## config.mk

```make
export PLATFORM = sky130hd
export DESIGN_NAME = low_power_mode_sequencer
export DESIGN_NICKNAME = d
export VERILOG_FILES = /design/src/lpm_pkg.sv /design/src/ext_irq_edge.sv /design/src/frame_strobe_gen.sv /design/src/low_power_mode_sequencer.sv
export SDC_FILE = /design/constraint.sdc
export NUM_CORES = 1
export LEC_CHECK = 0
export ABC_AREA = 0
export BUFFER_PORTS_ARGS = -buffer_cell sky130_fd_sc_hd__buf_2
export CAP_MARGIN = 20
export CELL_PAD_IN_SITES_DETAIL_PLACEMENT = 1
export CELL_PAD_IN_SITES_GLOBAL_PLACEMENT = 1
export CORE_UTILIZATION = 41
export DETAILED_ROUTE_END_ITERATION = 16
export PLACE_DENSITY_LB_ADDON = 0.2
export SLEW_MARGIN = 20
export SYNTH_ARGS = -nofsm -noshare
export SYNTH_HDL_FRONTEND = slang
export SYNTH_SLANG_ARGS = --single-unit
export TNS_END_PERCENT = 30
```

## constraint.sdc

```tcl
create_clock -name core_clk -period 6.6 [get_ports core_clk]
set_clock_uncertainty 0.05 [all_clocks]
set_input_delay 1.32 -clock core_clk [delete_from_list [all_inputs] [get_ports core_clk]]
set_output_delay 1.32 -clock core_clk [all_outputs]
set_load 0.05 [all_outputs]
```

## src/lpm_pkg.sv

```systemverilog
// ---------------------------------------------------------------
// Shared constants of the low-power mode sequencer
// ---------------------------------------------------------------
package lpm_pkg;

  // Bus geometry
  localparam int ADDR_W = 8;
  localparam int DATA_W = 32;
  localparam int REG_W = 4;

  // Register byte offsets
  localparam logic [7:0] MISC_CONTROL_OFFSET = 8'h0c;
  localparam logic [7:0] MODE_CONTROL_OFFSET = 8'h20;
  localparam logic [7:0] MODE_STATUS_OFFSET = 8'h24;

  // Miscellaneous control fields
  localparam int MISC_FRAME_LSB = 0;
  localparam int MISC_SO_PMOS_OFF_BIT = 2;
  localparam int MISC_OSC_FREQ_BIT = 3;
  localparam logic [3:0] MISC_CONTROL_RESET = 4'h0;

  // Mode control fields
  localparam int SLOW_FLAG_BIT = 2;
  localparam int DIRECT_FLAG_BIT = 3;
  localparam logic [3:0] MODE_CONTROL_RESET = 4'h0;

  // Timing, core clock at 10 MHz
  localparam int CLK_PERIOD_NS = 100;
  localparam int OSC_SETTLE_TIME_US = 1000;
  localparam int FRAME0_TIME_US = 250;
  localparam int FRAME1_TIME_US = 500;
  localparam int FRAME2_TIME_US = 1000;
  localparam int OSC_SETTLE_CYCLES = (OSC_SETTLE_TIME_US * 1000 + CLK_PERIOD_NS - 1) / CLK_PERIOD_NS;
  localparam int FRAME0_CYCLES = (FRAME0_TIME_US * 1000) / CLK_PERIOD_NS;
  localparam int FRAME1_CYCLES = (FRAME1_TIME_US * 1000) / CLK_PERIOD_NS;
  localparam int FRAME2_CYCLES = (FRAME2_TIME_US * 1000) / CLK_PERIOD_NS;

  // Operating modes
  typedef enum logic [2:0] {
    MODE_ACTIVE,
    MODE_STANDBY,
    MODE_STOP,
    MODE_WATCH,
    MODE_SUBACTIVE,
    MODE_DIRECT
  } mode_t;

endpackage : lpm_pkg

```

## src/ext_irq_edge.sv

```systemverilog
`timescale 1ns/1ns
// ---------------------------------------------------------------
// External interrupt zero falling-edge detector
// ---------------------------------------------------------------
module ext_irq_edge (
  input wire logic core_clk,
  input wire logic rst_n,
  input wire logic ext_irq_zero_pin,
  input wire logic slow_mode,
  input wire logic strobe,
  output logic edge_event
);
  import lpm_pkg::*;

  logic sync1_reg, sync2_reg, sync3_reg;
  logic level_reg, level_next;
  logic sample_reg, sample_next;
  logic event_reg, event_next;
  logic sample_now;
  logic fall;

  // Sampling clock: frame strobe when slow, every cycle otherwise
  assign sample_now = slow_mode ? strobe : 1'b1;
  assign fall = sample_now && sample_reg && !level_reg;

  // Filtered level, sample history and edge pulse
  always_comb begin
    level_next = (sync2_reg == sync3_reg) ? sync3_reg : level_reg;
    sample_next = sample_now ? level_reg : sample_reg;
    event_next = fall; // RULE_18
  end

  always_ff @(posedge core_clk) begin
    if (!rst_n) begin
      sync1_reg <= 1'b1;
      sync2_reg <= 1'b1;
      sync3_reg <= 1'b1;
      level_reg <= 1'b1;
      sample_reg <= 1'b1;
      event_reg <= 1'b0;
    end else begin
      sync1_reg <= ext_irq_zero_pin;
      sync2_reg <= sync1_reg;
      sync3_reg <= sync2_reg;
      level_reg <= level_next;
      sample_reg <= sample_next;
      event_reg <= event_next;
    end
  end

  assign edge_event = event_reg;

endmodule : ext_irq_edge

```

## src/frame_strobe_gen.sv

```systemverilog
`timescale 1ns/1ns
// ---------------------------------------------------------------
// Interrupt frame strobe generator
// ---------------------------------------------------------------
module frame_strobe_gen #(
  parameter int CNT_W = 16,
  parameter int FRAME0_CYCLES = lpm_pkg::FRAME0_CYCLES,
  parameter int FRAME1_CYCLES = lpm_pkg::FRAME1_CYCLES,
  parameter int FRAME2_CYCLES = lpm_pkg::FRAME2_CYCLES
) (
  input wire logic core_clk,
  input wire logic rst_n,
  input wire logic [1:0] frame_sel,
  output logic strobe
);
  import lpm_pkg::*;

  logic [CNT_W-1:0] count_reg, count_next;
  logic strobe_reg, strobe_next;

  // Frame length from the select code
  function automatic logic [CNT_W-1:0] frame_last(input logic [1:0] sel);
    if (sel == 2'h0) begin
      frame_last = CNT_W'(FRAME0_CYCLES - 1);
    end else if (sel == 2'h1) begin
      frame_last = CNT_W'(FRAME1_CYCLES - 1);
    end else begin
      frame_last = CNT_W'(FRAME2_CYCLES - 1);
    end
  endfunction : frame_last

  // Free-running frame counter, strobe at wrap
  always_comb begin
    count_next = count_reg + CNT_W'(1);
    strobe_next = 1'b0;
    if (count_reg >= frame_last(frame_sel)) begin
      count_next = '0;
      strobe_next = 1'b1;
    end
  end

  always_ff @(posedge core_clk) begin
    if (!rst_n) begin
      count_reg <= '0;
      strobe_reg <= 1'b0;
    end else begin
      count_reg <= count_next;
      strobe_reg <= strobe_next;
    end
  end

  assign strobe = strobe_reg;

endmodule : frame_strobe_gen

```

## src/low_power_mode_sequencer.sv

```systemverilog
// The implementer's own choice: the Avalon-MM slave port.
`timescale 1ns/1ns
// How it works
// [RULE_01] Watch exits only by reset or timer/edge request
// [RULE_02] Wake target: active if slow flag 0, else subactive
// [RULE_03] Timer wake settle; edge wake one to two frames more
// [RULE_04] Subactive sleep goes to watch or active
// [RULE_05] Direct flag settable only in subactive, self-clears
// [RULE_06] Direct flag at bit 3, reads zero in active
// [RULE_07] Slow-mode requests follow selectable interrupt frame
// [RULE_08] Request comes one settle time after its strobe
// [RULE_09] Falling edge counts at second strobe after it
// [RULE_10] Slow-mode timer overflow aligned to strobe
// [RULE_11] Direct transfer: slow 0, direct 1, then sleep
// [RULE_12] Direct transfer between settle and frame plus settle
// [RULE_13] Reset works from every mode
// [RULE_14] Sleep with pending unmasked flag and IE clear: no-op
// [RULE_15] Software clears or masks flags before sleep
// [RULE_16] Sleep on strobe in subactive drops pending requests
// [RULE_17] Software avoids sleep on the strobe
// [RULE_18] Edge when consecutive samples go high to low
// [RULE_19] Pin high and low each longer than one frame
// [RULE_20] Software matches oscillator bit to main frequency
// [RULE_21] Main oscillator outside 1.0 to 1.6 MHz band
// [RULE_22] Subactive clocks CPU from subclock
// [RULE_23] Watch from active stop with timebase bit, or subactive
// [RULE_24] Wake resumes after sleep; IE decides servicing
// [RULE_25] Direct only for slow 0 and direct 1, else watch
module low_power_mode_sequencer #(
  parameter int CNT_W = 16,
  parameter int SETTLE_CYCLES = lpm_pkg::OSC_SETTLE_CYCLES,
  parameter int FRAME0_CYCLES = lpm_pkg::FRAME0_CYCLES,
  parameter int FRAME1_CYCLES = lpm_pkg::FRAME1_CYCLES,
  parameter int FRAME2_CYCLES = lpm_pkg::FRAME2_CYCLES
) (
  input wire logic core_clk,
  input wire logic rst_n,
  input wire logic [lpm_pkg::ADDR_W-1:0] avs_address,
  input wire logic avs_read,
  input wire logic avs_write,
  input wire logic [lpm_pkg::DATA_W-1:0] avs_writedata,
  output logic [lpm_pkg::DATA_W-1:0] avs_readdata,
  output logic avs_waitrequest,
  input wire logic stop_instruction,
  input wire logic standby_instruction,
  input wire logic global_irq_enable,
  input wire logic irq_pending_unmasked,
  input wire logic standby_wake_irq,
  input wire logic timebase_select_bit,
  input wire logic timer_a_overflow,
  input wire logic ext_irq_zero_pin,
  output logic timer_a_request_flag,
  output logic ext_irq_zero_request_flag,
  output logic sleep_nop,
  output logic resume_pulse,
  output logic sub_clock_sel,
  output logic cpu_clock_run,
  output logic main_osc_run,
  output logic osc_freq_select,
  output logic so_pmos_off
);
  import lpm_pkg::*;

  // ---------------------------------------------------------------
  // State
  // ---------------------------------------------------------------
  mode_t mode_reg, mode_next;
  logic [REG_W-1:0] misc_reg, misc_next;
  logic slow_flag_reg, slow_flag_next;
  logic direct_flag_reg, direct_flag_next;
  logic settling_reg, settling_next;
  logic [CNT_W-1:0] settle_cnt_reg, settle_cnt_next;
  logic tmr_pend_reg, tmr_pend_next;
  logic ext_pend_reg, ext_pend_next;
  logic tmr_launch_reg, tmr_launch_next;
  logic ext_launch_reg, ext_launch_next;
  logic tmr_req_reg, tmr_req_next;
  logic ext_req_reg, ext_req_next;
  logic nop_reg, nop_next;
  logic resume_reg, resume_next;
  logic sub_clk_reg, osc_run_reg, cpu_run_reg;
  logic waitreq_reg, waitreq_next;
  logic [DATA_W-1:0] rdata_reg, rdata_next;

  logic strobe;
  logic edge_event;
  logic slow_mode;
  logic sleep_req;
  logic nop_cond;
  logic settle_done;
  logic bus_take;
  logic wr_misc;
  logic wr_mode;

  // ---------------------------------------------------------------
  // Frame strobe and edge detection
  // ---------------------------------------------------------------
  assign slow_mode = (mode_reg == MODE_WATCH) || (mode_reg == MODE_SUBACTIVE)
                     || (mode_reg == MODE_DIRECT);

  frame_strobe_gen #(
    .CNT_W(CNT_W),
    .FRAME0_CYCLES(FRAME0_CYCLES),
    .FRAME1_CYCLES(FRAME1_CYCLES),
    .FRAME2_CYCLES(FRAME2_CYCLES)
  ) u_frame (
    .core_clk(core_clk),
    .rst_n(rst_n),
    .frame_sel(misc_reg[MISC_FRAME_LSB +: 2]), // RULE_07
    .strobe(strobe)
  );

  ext_irq_edge u_edge (
    .core_clk(core_clk),
    .rst_n(rst_n),
    .ext_irq_zero_pin(ext_irq_zero_pin),
    .slow_mode(slow_mode),
    .strobe(strobe),
    .edge_event(edge_event)
  );

  // ---------------------------------------------------------------
  // Avalon slave, one wait cycle per access
  // ---------------------------------------------------------------
  assign bus_take = (avs_read || avs_write) && !waitreq_reg;
  assign wr_misc = bus_take && avs_write && (avs_address == MISC_CONTROL_OFFSET);
  assign wr_mode = bus_take && avs_write && (avs_address == MODE_CONTROL_OFFSET);

  // Wait state and read data capture
  always_comb begin
    waitreq_next = !((avs_read || avs_write) && waitreq_reg);
    rdata_next = rdata_reg;
    if (avs_read && waitreq_reg) begin
      rdata_next = '0;
      unique case (avs_address)
        MISC_CONTROL_OFFSET: rdata_next[REG_W-1:0] = misc_reg;
        MODE_CONTROL_OFFSET: begin
          rdata_next[SLOW_FLAG_BIT] = slow_flag_reg;
          rdata_next[DIRECT_FLAG_BIT] = direct_flag_reg && (mode_reg != MODE_ACTIVE); // RULE_06
        end
        MODE_STATUS_OFFSET: rdata_next[2:0] = mode_reg;
        default: rdata_next = '0;
      endcase
    end
  end

  always_ff @(posedge core_clk) begin
    if (!rst_n) begin
      waitreq_reg <= 1'b1;
      rdata_reg <= '0;
    end else begin
      waitreq_reg <= waitreq_next;
      rdata_reg <= rdata_next;
    end
  end

  // ---------------------------------------------------------------
  // Mode sequencer
  // ---------------------------------------------------------------
  assign sleep_req = stop_instruction || standby_instruction;
  assign nop_cond = sleep_req && !global_irq_enable && irq_pending_unmasked; // RULE_14
  assign settle_done = settling_reg && (settle_cnt_reg == '0);

  // Next mode, flags, settle timer and request pulses
  always_comb begin
    mode_next = mode_reg;
    misc_next = wr_misc ? avs_writedata[REG_W-1:0] : misc_reg;
    slow_flag_next = wr_mode ? avs_writedata[SLOW_FLAG_BIT] : slow_flag_reg;
    direct_flag_next = direct_flag_reg;
    if (wr_mode && mode_reg == MODE_SUBACTIVE) begin
      direct_flag_next = avs_writedata[DIRECT_FLAG_BIT]; // RULE_05
    end
    settling_next = settling_reg;
    settle_cnt_next = settle_cnt_reg;
    tmr_pend_next = tmr_pend_reg;
    ext_pend_next = ext_pend_reg;
    tmr_launch_next = tmr_launch_reg;
    ext_launch_next = ext_launch_reg;
    tmr_req_next = 1'b0;
    ext_req_next = 1'b0;
    nop_next = 1'b0;
    resume_next = 1'b0;
    if (settling_reg && !settle_done) begin
      settle_cnt_next = settle_cnt_reg - CNT_W'(1);
    end
    unique case (mode_reg)
      MODE_ACTIVE: begin
        direct_flag_next = 1'b0; // RULE_06
        tmr_req_next = timer_a_overflow;
        ext_req_next = edge_event;
        if (nop_cond) begin
          nop_next = 1'b1; // RULE_14
        end else if (standby_instruction) begin
          mode_next = MODE_STANDBY;
        end else if (stop_instruction) begin
          mode_next = timebase_select_bit ? MODE_WATCH : MODE_STOP; // RULE_23
        end
      end
      MODE_STANDBY: begin
        tmr_req_next = timer_a_overflow;
        ext_req_next = edge_event;
        if (standby_wake_irq || timer_a_overflow || edge_event) begin
          mode_next = MODE_ACTIVE;
          resume_next = 1'b1; // RULE_24
        end
      end
      MODE_STOP: begin
        mode_next = MODE_STOP; // RULE_13
      end
      MODE_WATCH, MODE_SUBACTIVE, MODE_DIRECT: begin
        // Events wait for the frame strobe
        tmr_pend_next = tmr_pend_reg || timer_a_overflow; // RULE_10
        ext_pend_next = ext_pend_reg || edge_event; // RULE_07
        if (mode_reg == MODE_DIRECT) begin
          if (strobe && !settling_reg) begin
            settling_next = 1'b1; // RULE_12
            settle_cnt_next = CNT_W'(SETTLE_CYCLES - 1);
          end else if (settle_done) begin
            settling_next = 1'b0;
            mode_next = MODE_ACTIVE; // RULE_11
            direct_flag_next = 1'b0; // RULE_05
            resume_next = 1'b1; // RULE_24
            tmr_req_next = tmr_pend_reg || tmr_launch_reg || timer_a_overflow; // RULE_08
            ext_req_next = ext_pend_reg || ext_launch_reg || edge_event;
            tmr_pend_next = 1'b0;
            ext_pend_next = 1'b0;
            tmr_launch_next = 1'b0;
            ext_launch_next = 1'b0;
          end
        end else begin
          if (settle_done) begin
            settling_next = 1'b0;
            tmr_req_next = tmr_launch_reg; // RULE_08
            ext_req_next = ext_launch_reg;
            tmr_launch_next = 1'b0;
            ext_launch_next = 1'b0;
            if (mode_reg == MODE_WATCH) begin
              mode_next = slow_flag_reg ? MODE_SUBACTIVE : MODE_ACTIVE; // RULE_02
              resume_next = !slow_flag_reg; // RULE_03
            end
          end else if (strobe && !settling_reg && (tmr_pend_next || ext_pend_next)) begin
            settling_next = 1'b1; // RULE_01
            settle_cnt_next = CNT_W'(SETTLE_CYCLES - 1);
            tmr_launch_next = tmr_pend_next;
            ext_launch_next = ext_pend_next; // RULE_09
            tmr_pend_next = 1'b0;
            ext_pend_next = 1'b0;
          end
          if (mode_reg == MODE_SUBACTIVE && sleep_req) begin
            if (nop_cond) begin
              nop_next = 1'b1; // RULE_14
            end else begin
              if (strobe) begin
                tmr_pend_next = 1'b0; // RULE_16
                ext_pend_next = 1'b0;
                tmr_launch_next = 1'b0;
                ext_launch_next = 1'b0;
                settling_next = 1'b0;
              end
              if (!slow_flag_reg && direct_flag_reg) begin
                mode_next = MODE_DIRECT; // RULE_25
                settling_next = 1'b0;
              end else begin
                mode_next = MODE_WATCH; // RULE_04
              end
            end
          end
        end
      end
    endcase
  end

  always_ff @(posedge core_clk) begin
    if (!rst_n) begin
      mode_reg <= MODE_ACTIVE; // RULE_13
      misc_reg <= MISC_CONTROL_RESET;
      slow_flag_reg <= MODE_CONTROL_RESET[SLOW_FLAG_BIT];
      direct_flag_reg <= MODE_CONTROL_RESET[DIRECT_FLAG_BIT];
      settling_reg <= 1'b0;
      settle_cnt_reg <= '0;
      tmr_pend_reg <= 1'b0;
      ext_pend_reg <= 1'b0;
      tmr_launch_reg <= 1'b0;
      ext_launch_reg <= 1'b0;
      tmr_req_reg <= 1'b0;
      ext_req_reg <= 1'b0;
      nop_reg <= 1'b0;
      resume_reg <= 1'b0;
      sub_clk_reg <= 1'b0;
      osc_run_reg <= 1'b1;
      cpu_run_reg <= 1'b1;
    end else begin
      mode_reg <= mode_next;
      misc_reg <= misc_next;
      slow_flag_reg <= slow_flag_next;
      direct_flag_reg <= direct_flag_next;
      settling_reg <= settling_next;
      settle_cnt_reg <= settle_cnt_next;
      tmr_pend_reg <= tmr_pend_next;
      ext_pend_reg <= ext_pend_next;
      tmr_launch_reg <= tmr_launch_next;
      ext_launch_reg <= ext_launch_next;
      tmr_req_reg <= tmr_req_next;
      ext_req_reg <= ext_req_next;
      nop_reg <= nop_next;
      resume_reg <= resume_next;
      sub_clk_reg <= (mode_next == MODE_SUBACTIVE); // RULE_22
      osc_run_reg <= (mode_next == MODE_ACTIVE) || (mode_next == MODE_STANDBY)
                     || (mode_next == MODE_DIRECT) || settling_next;
      cpu_run_reg <= (mode_next == MODE_ACTIVE) || (mode_next == MODE_SUBACTIVE);
    end
  end

  // Outputs straight from flops
  assign avs_readdata = rdata_reg;
  assign avs_waitrequest = waitreq_reg;
  assign timer_a_request_flag = tmr_req_reg;
  assign ext_irq_zero_request_flag = ext_req_reg;
  assign sleep_nop = nop_reg;
  assign resume_pulse = resume_reg;
  assign sub_clock_sel = sub_clk_reg;
  assign cpu_clock_run = cpu_run_reg;
  assign main_osc_run = osc_run_reg;
  assign osc_freq_select = misc_reg[MISC_OSC_FREQ_BIT];
  assign so_pmos_off = misc_reg[MISC_SO_PMOS_OFF_BIT];
endmodule : low_power_mode_sequencer

```

==> flow_metrics.tcl <==
set metrics [dict create \
    viasPerCell 5.25 \
    area.sequential_mm2 0.00130 \
    crit_path_max_fanout 10 \
    timing.final.ws_setup_ns 3.81 \
    ys_warn_count 0 \
    endpoint_kind "flip-flop" \
    worstSetupPathType "input pin to flip-flop" \
    clk_latency_ns 0.34 \
    synth.distinct_cells 53 \
    avgRoutedWirePerCell_um 14.1 \
    final_cells 558 \
    drt-pass1-iter-count 4 \
    crit_chain "buf_2 > nor2_1 > a21oi_1 > o21ai_1 > a21o_1 > o21ai_0 > and2_1" \
    clk_pin_slew_worst_paths_ns 0.07 \
    cp_slowest_cell "o21ai_1" \
    ys_ff_latch 65 \
    p_int_uw 631 \
    netlist.area_leader.share_pct 37.4 \
    switching_share_pct 31.0 \
    drt_iter0_drc 58 \
    grt_pass1_vias 2939 \
    final.min_clock_period_ns 2.79 \
    status "finished clean" \
    grt_pass1_wl_mm 13.3 \
    rsz0062_at_grt "no" \
    max_cap_viol_count 0 \
    avgSynthCellArea_um2 8.42 \
    ys_seq_area_share_pct 37.4 \
    initial_core_util_pct 42.3 \
    max_stage_delay_ns 0.61 \
    synth_ff_type "dfxtp_1" \
    async_reset_ff_share_pct 0 \
    clk_path_buf_depth 2 \
    power.switching_uw 284 \
    vdd_drop_max_uv 84.8 \
    dieHeight_um 94.1 \
    fin_tns_setup_ns 0 \
    gp_congestion 0.814 \
    h-tree-depth 3 \
    fp.coreArea_mm2 0.00822 \
    cts_tree "built" \
    postCtsSetupBuffers 0 \
    cts.sinks 65 \
    clockRootBuffer "clkbuf_8" \
    cts_resized 0 \
    worst_pin_slew_ns 0.744 \
    reg2reg_depth 8 \
    dpl.hpwl_mm 5.92 \
    layout-drive-gt1-share_pct 15.2 \
    ys_top_cells_by_count "65 x dfxtp_1, 54 x nor2_1, 28 x buf_4, 28 x nand2_1, 20 x a21oi_1" \
    synthToLayoutAreaGrowth_pct 10.4 \
    wl_mm 7.85 \
    die_area_mm2 0.00886 \
    drc_errors 0 \
    overflow 0 \
    syn_area_mm2 0.00348 \
    nFillCells 1033 \
    p_leak_uw 0.00160 \
    antenna_cells 0 \
    multiInputGateArea_mm2 0.00197 \
    timing.final.crit_share_pct 42.3 \
    yosys.area.top_type "dfxtp_1" \
    fmax_mhz 358 \
    hold_viol 0 \
    hold_depth 1 \
    slew_viol_final 0 \
    power_frac_comb_pct 16.5 \
    detail-route-antenna-nets 0 \
    whs_ns 0.361 \
    track_usage_pct 19.2 \
    ctsHoldBuffers 0 \
    dr_total_vias 2929 \
    hold_class "flip-flop to flip-flop" \
    io_buffers 37 \
    syn_inst 413 \
    ios 94 \
    yosysMostFrequentCell "dfxtp_1" \
    clkPwrFrac_pct 36.9 \
    synth_top_cells_by_area "dfxtp_1 37%, buf_4 6.0%, nor2_1 5.8%, ha_1 4.3%, xor2_1 3.5%" \
    powerDensity_mw_per_mm2 238 \
    num_rows 33 \
    dp_cells 542 \
    cts_buffers 9 \
    nets 512 \
    setup-violations-final 0 \
    antenna_found_initial 0 \
    dieWidth_um 94.1 \
    synth_edf_count 0 \
    relSlewSlack_pct 50.0 \
    grt_max_degree 37 \
    p_seq_share_pct 46.6 \
    cp.arrival_ns 2.97 \
    place_ws_ns 3.47 \
    required_ns 6.78 \
    start_kind "input pin" \
]
critical path: cells and delay by family:
family                 cells  cell delay, ns
AO/OA/AOI/OAI              4            1.11
AND/OR/NAND/NOR            2            0.42
buffers and inverters      1            0.12
layout make-up:
cell class	count	area share, %
Clock buffer	11	3.68
Clock inverter	5	1.43
Inverter	13	1.27
Multi-Input combinational cell	321	51.3
Sequential cell	65	33.9
Tap cell	105	3.42
Timing Repair Buffer	38	5.02
cell families (layout without fill, tap and decap cells):
group,count (synthesis),count (layout),share of synthesized area (%)
xor+xnor,27,27,6.80
mux,7,7,2.01
simple gates,172,172,26.0
flops,65,65,37.4
fa+ha+maj,12,12,4.32
compound gates,74,74,14.3
other cells,1,29,0.108
buf+inv,55,67,9.03
power groups by stage:
stage,logic [uW],registers (uW),clock network (uW)
final,151,426,338
after floorplan,120,445,0
after CTS,152,426,348
after detailed placement,151,434,0
after global routing,165,428,363
after global placement,149,434,0
cells in the final DEF (no fill, tap or decap), drive strengths merged, types with 3 or more instances in the layout:
| cell | count |
|---|---|
| a211oi | 4 |
| a21boi | 8 |
| a21o | 4 |
| a21oi | 20 |
| a22oi | 5 |
| a31oi | 5 |
| and2 | 4 |
| and3 | 5 |
| buf | 38 |
| clkbuf | 11 |
| conb | 29 |
| dfxtp | 65 |
| ha | 12 |
| inv | 13 |
| mux2i | 7 |
| nand2 | 28 |
| nand2b | 9 |
| nand3 | 12 |
| nand4 | 6 |
| nor2 | 54 |
| nor2b | 12 |
| nor3 | 10 |
| nor3b | 3 |
| nor4 | 7 |
| o21ai | 15 |
| o311ai | 3 |
| or2 | 3 |
| or3 | 7 |
| or4 | 6 |
| xnor2 | 13 |
| xor2 | 14 |
per-layer routing:
| metal | wire, um | part of all wire (%) | GRT usage (%) | up-vias |
|---|---|---|---|---|
| met5 | 0 | 0 | 0 | - |
| met3 | 189 | 2.4 | 3.40 | 11 |
| met4 | 156 | 2.0 | 9.36 | 0 |
| li1 | - | - | - | 1457 |
| met1 | 3530 | 45 | 22.5 | 1421 |
| met2 | 3970 | 51 | 33.6 | 40 |
final timing paths:
path                                         end  slack [ns]         startpoint
worst max register to register      main_osc_run        4.09  settle_cnt_reg[0]
worst max-delay path                settling_reg        3.81   timer_a_overflow
worst min-delay path            u_edge.sync2_reg        0.36   u_edge.sync1_reg
worst min register to register  u_edge.sync2_reg        0.36   u_edge.sync1_reg
stage by stage:
stage	total power, uW	util, %	instance area, um^2
after floorplan	564	-	3580
after global placement	583	44.3	3640
after detailed placement	586	44.3	3640
after CTS	926	46.7	3840
after global routing	957	46.7	3840
final	914	46.7	3840
No activity file was read; power rests on OpenSTA's default activity.
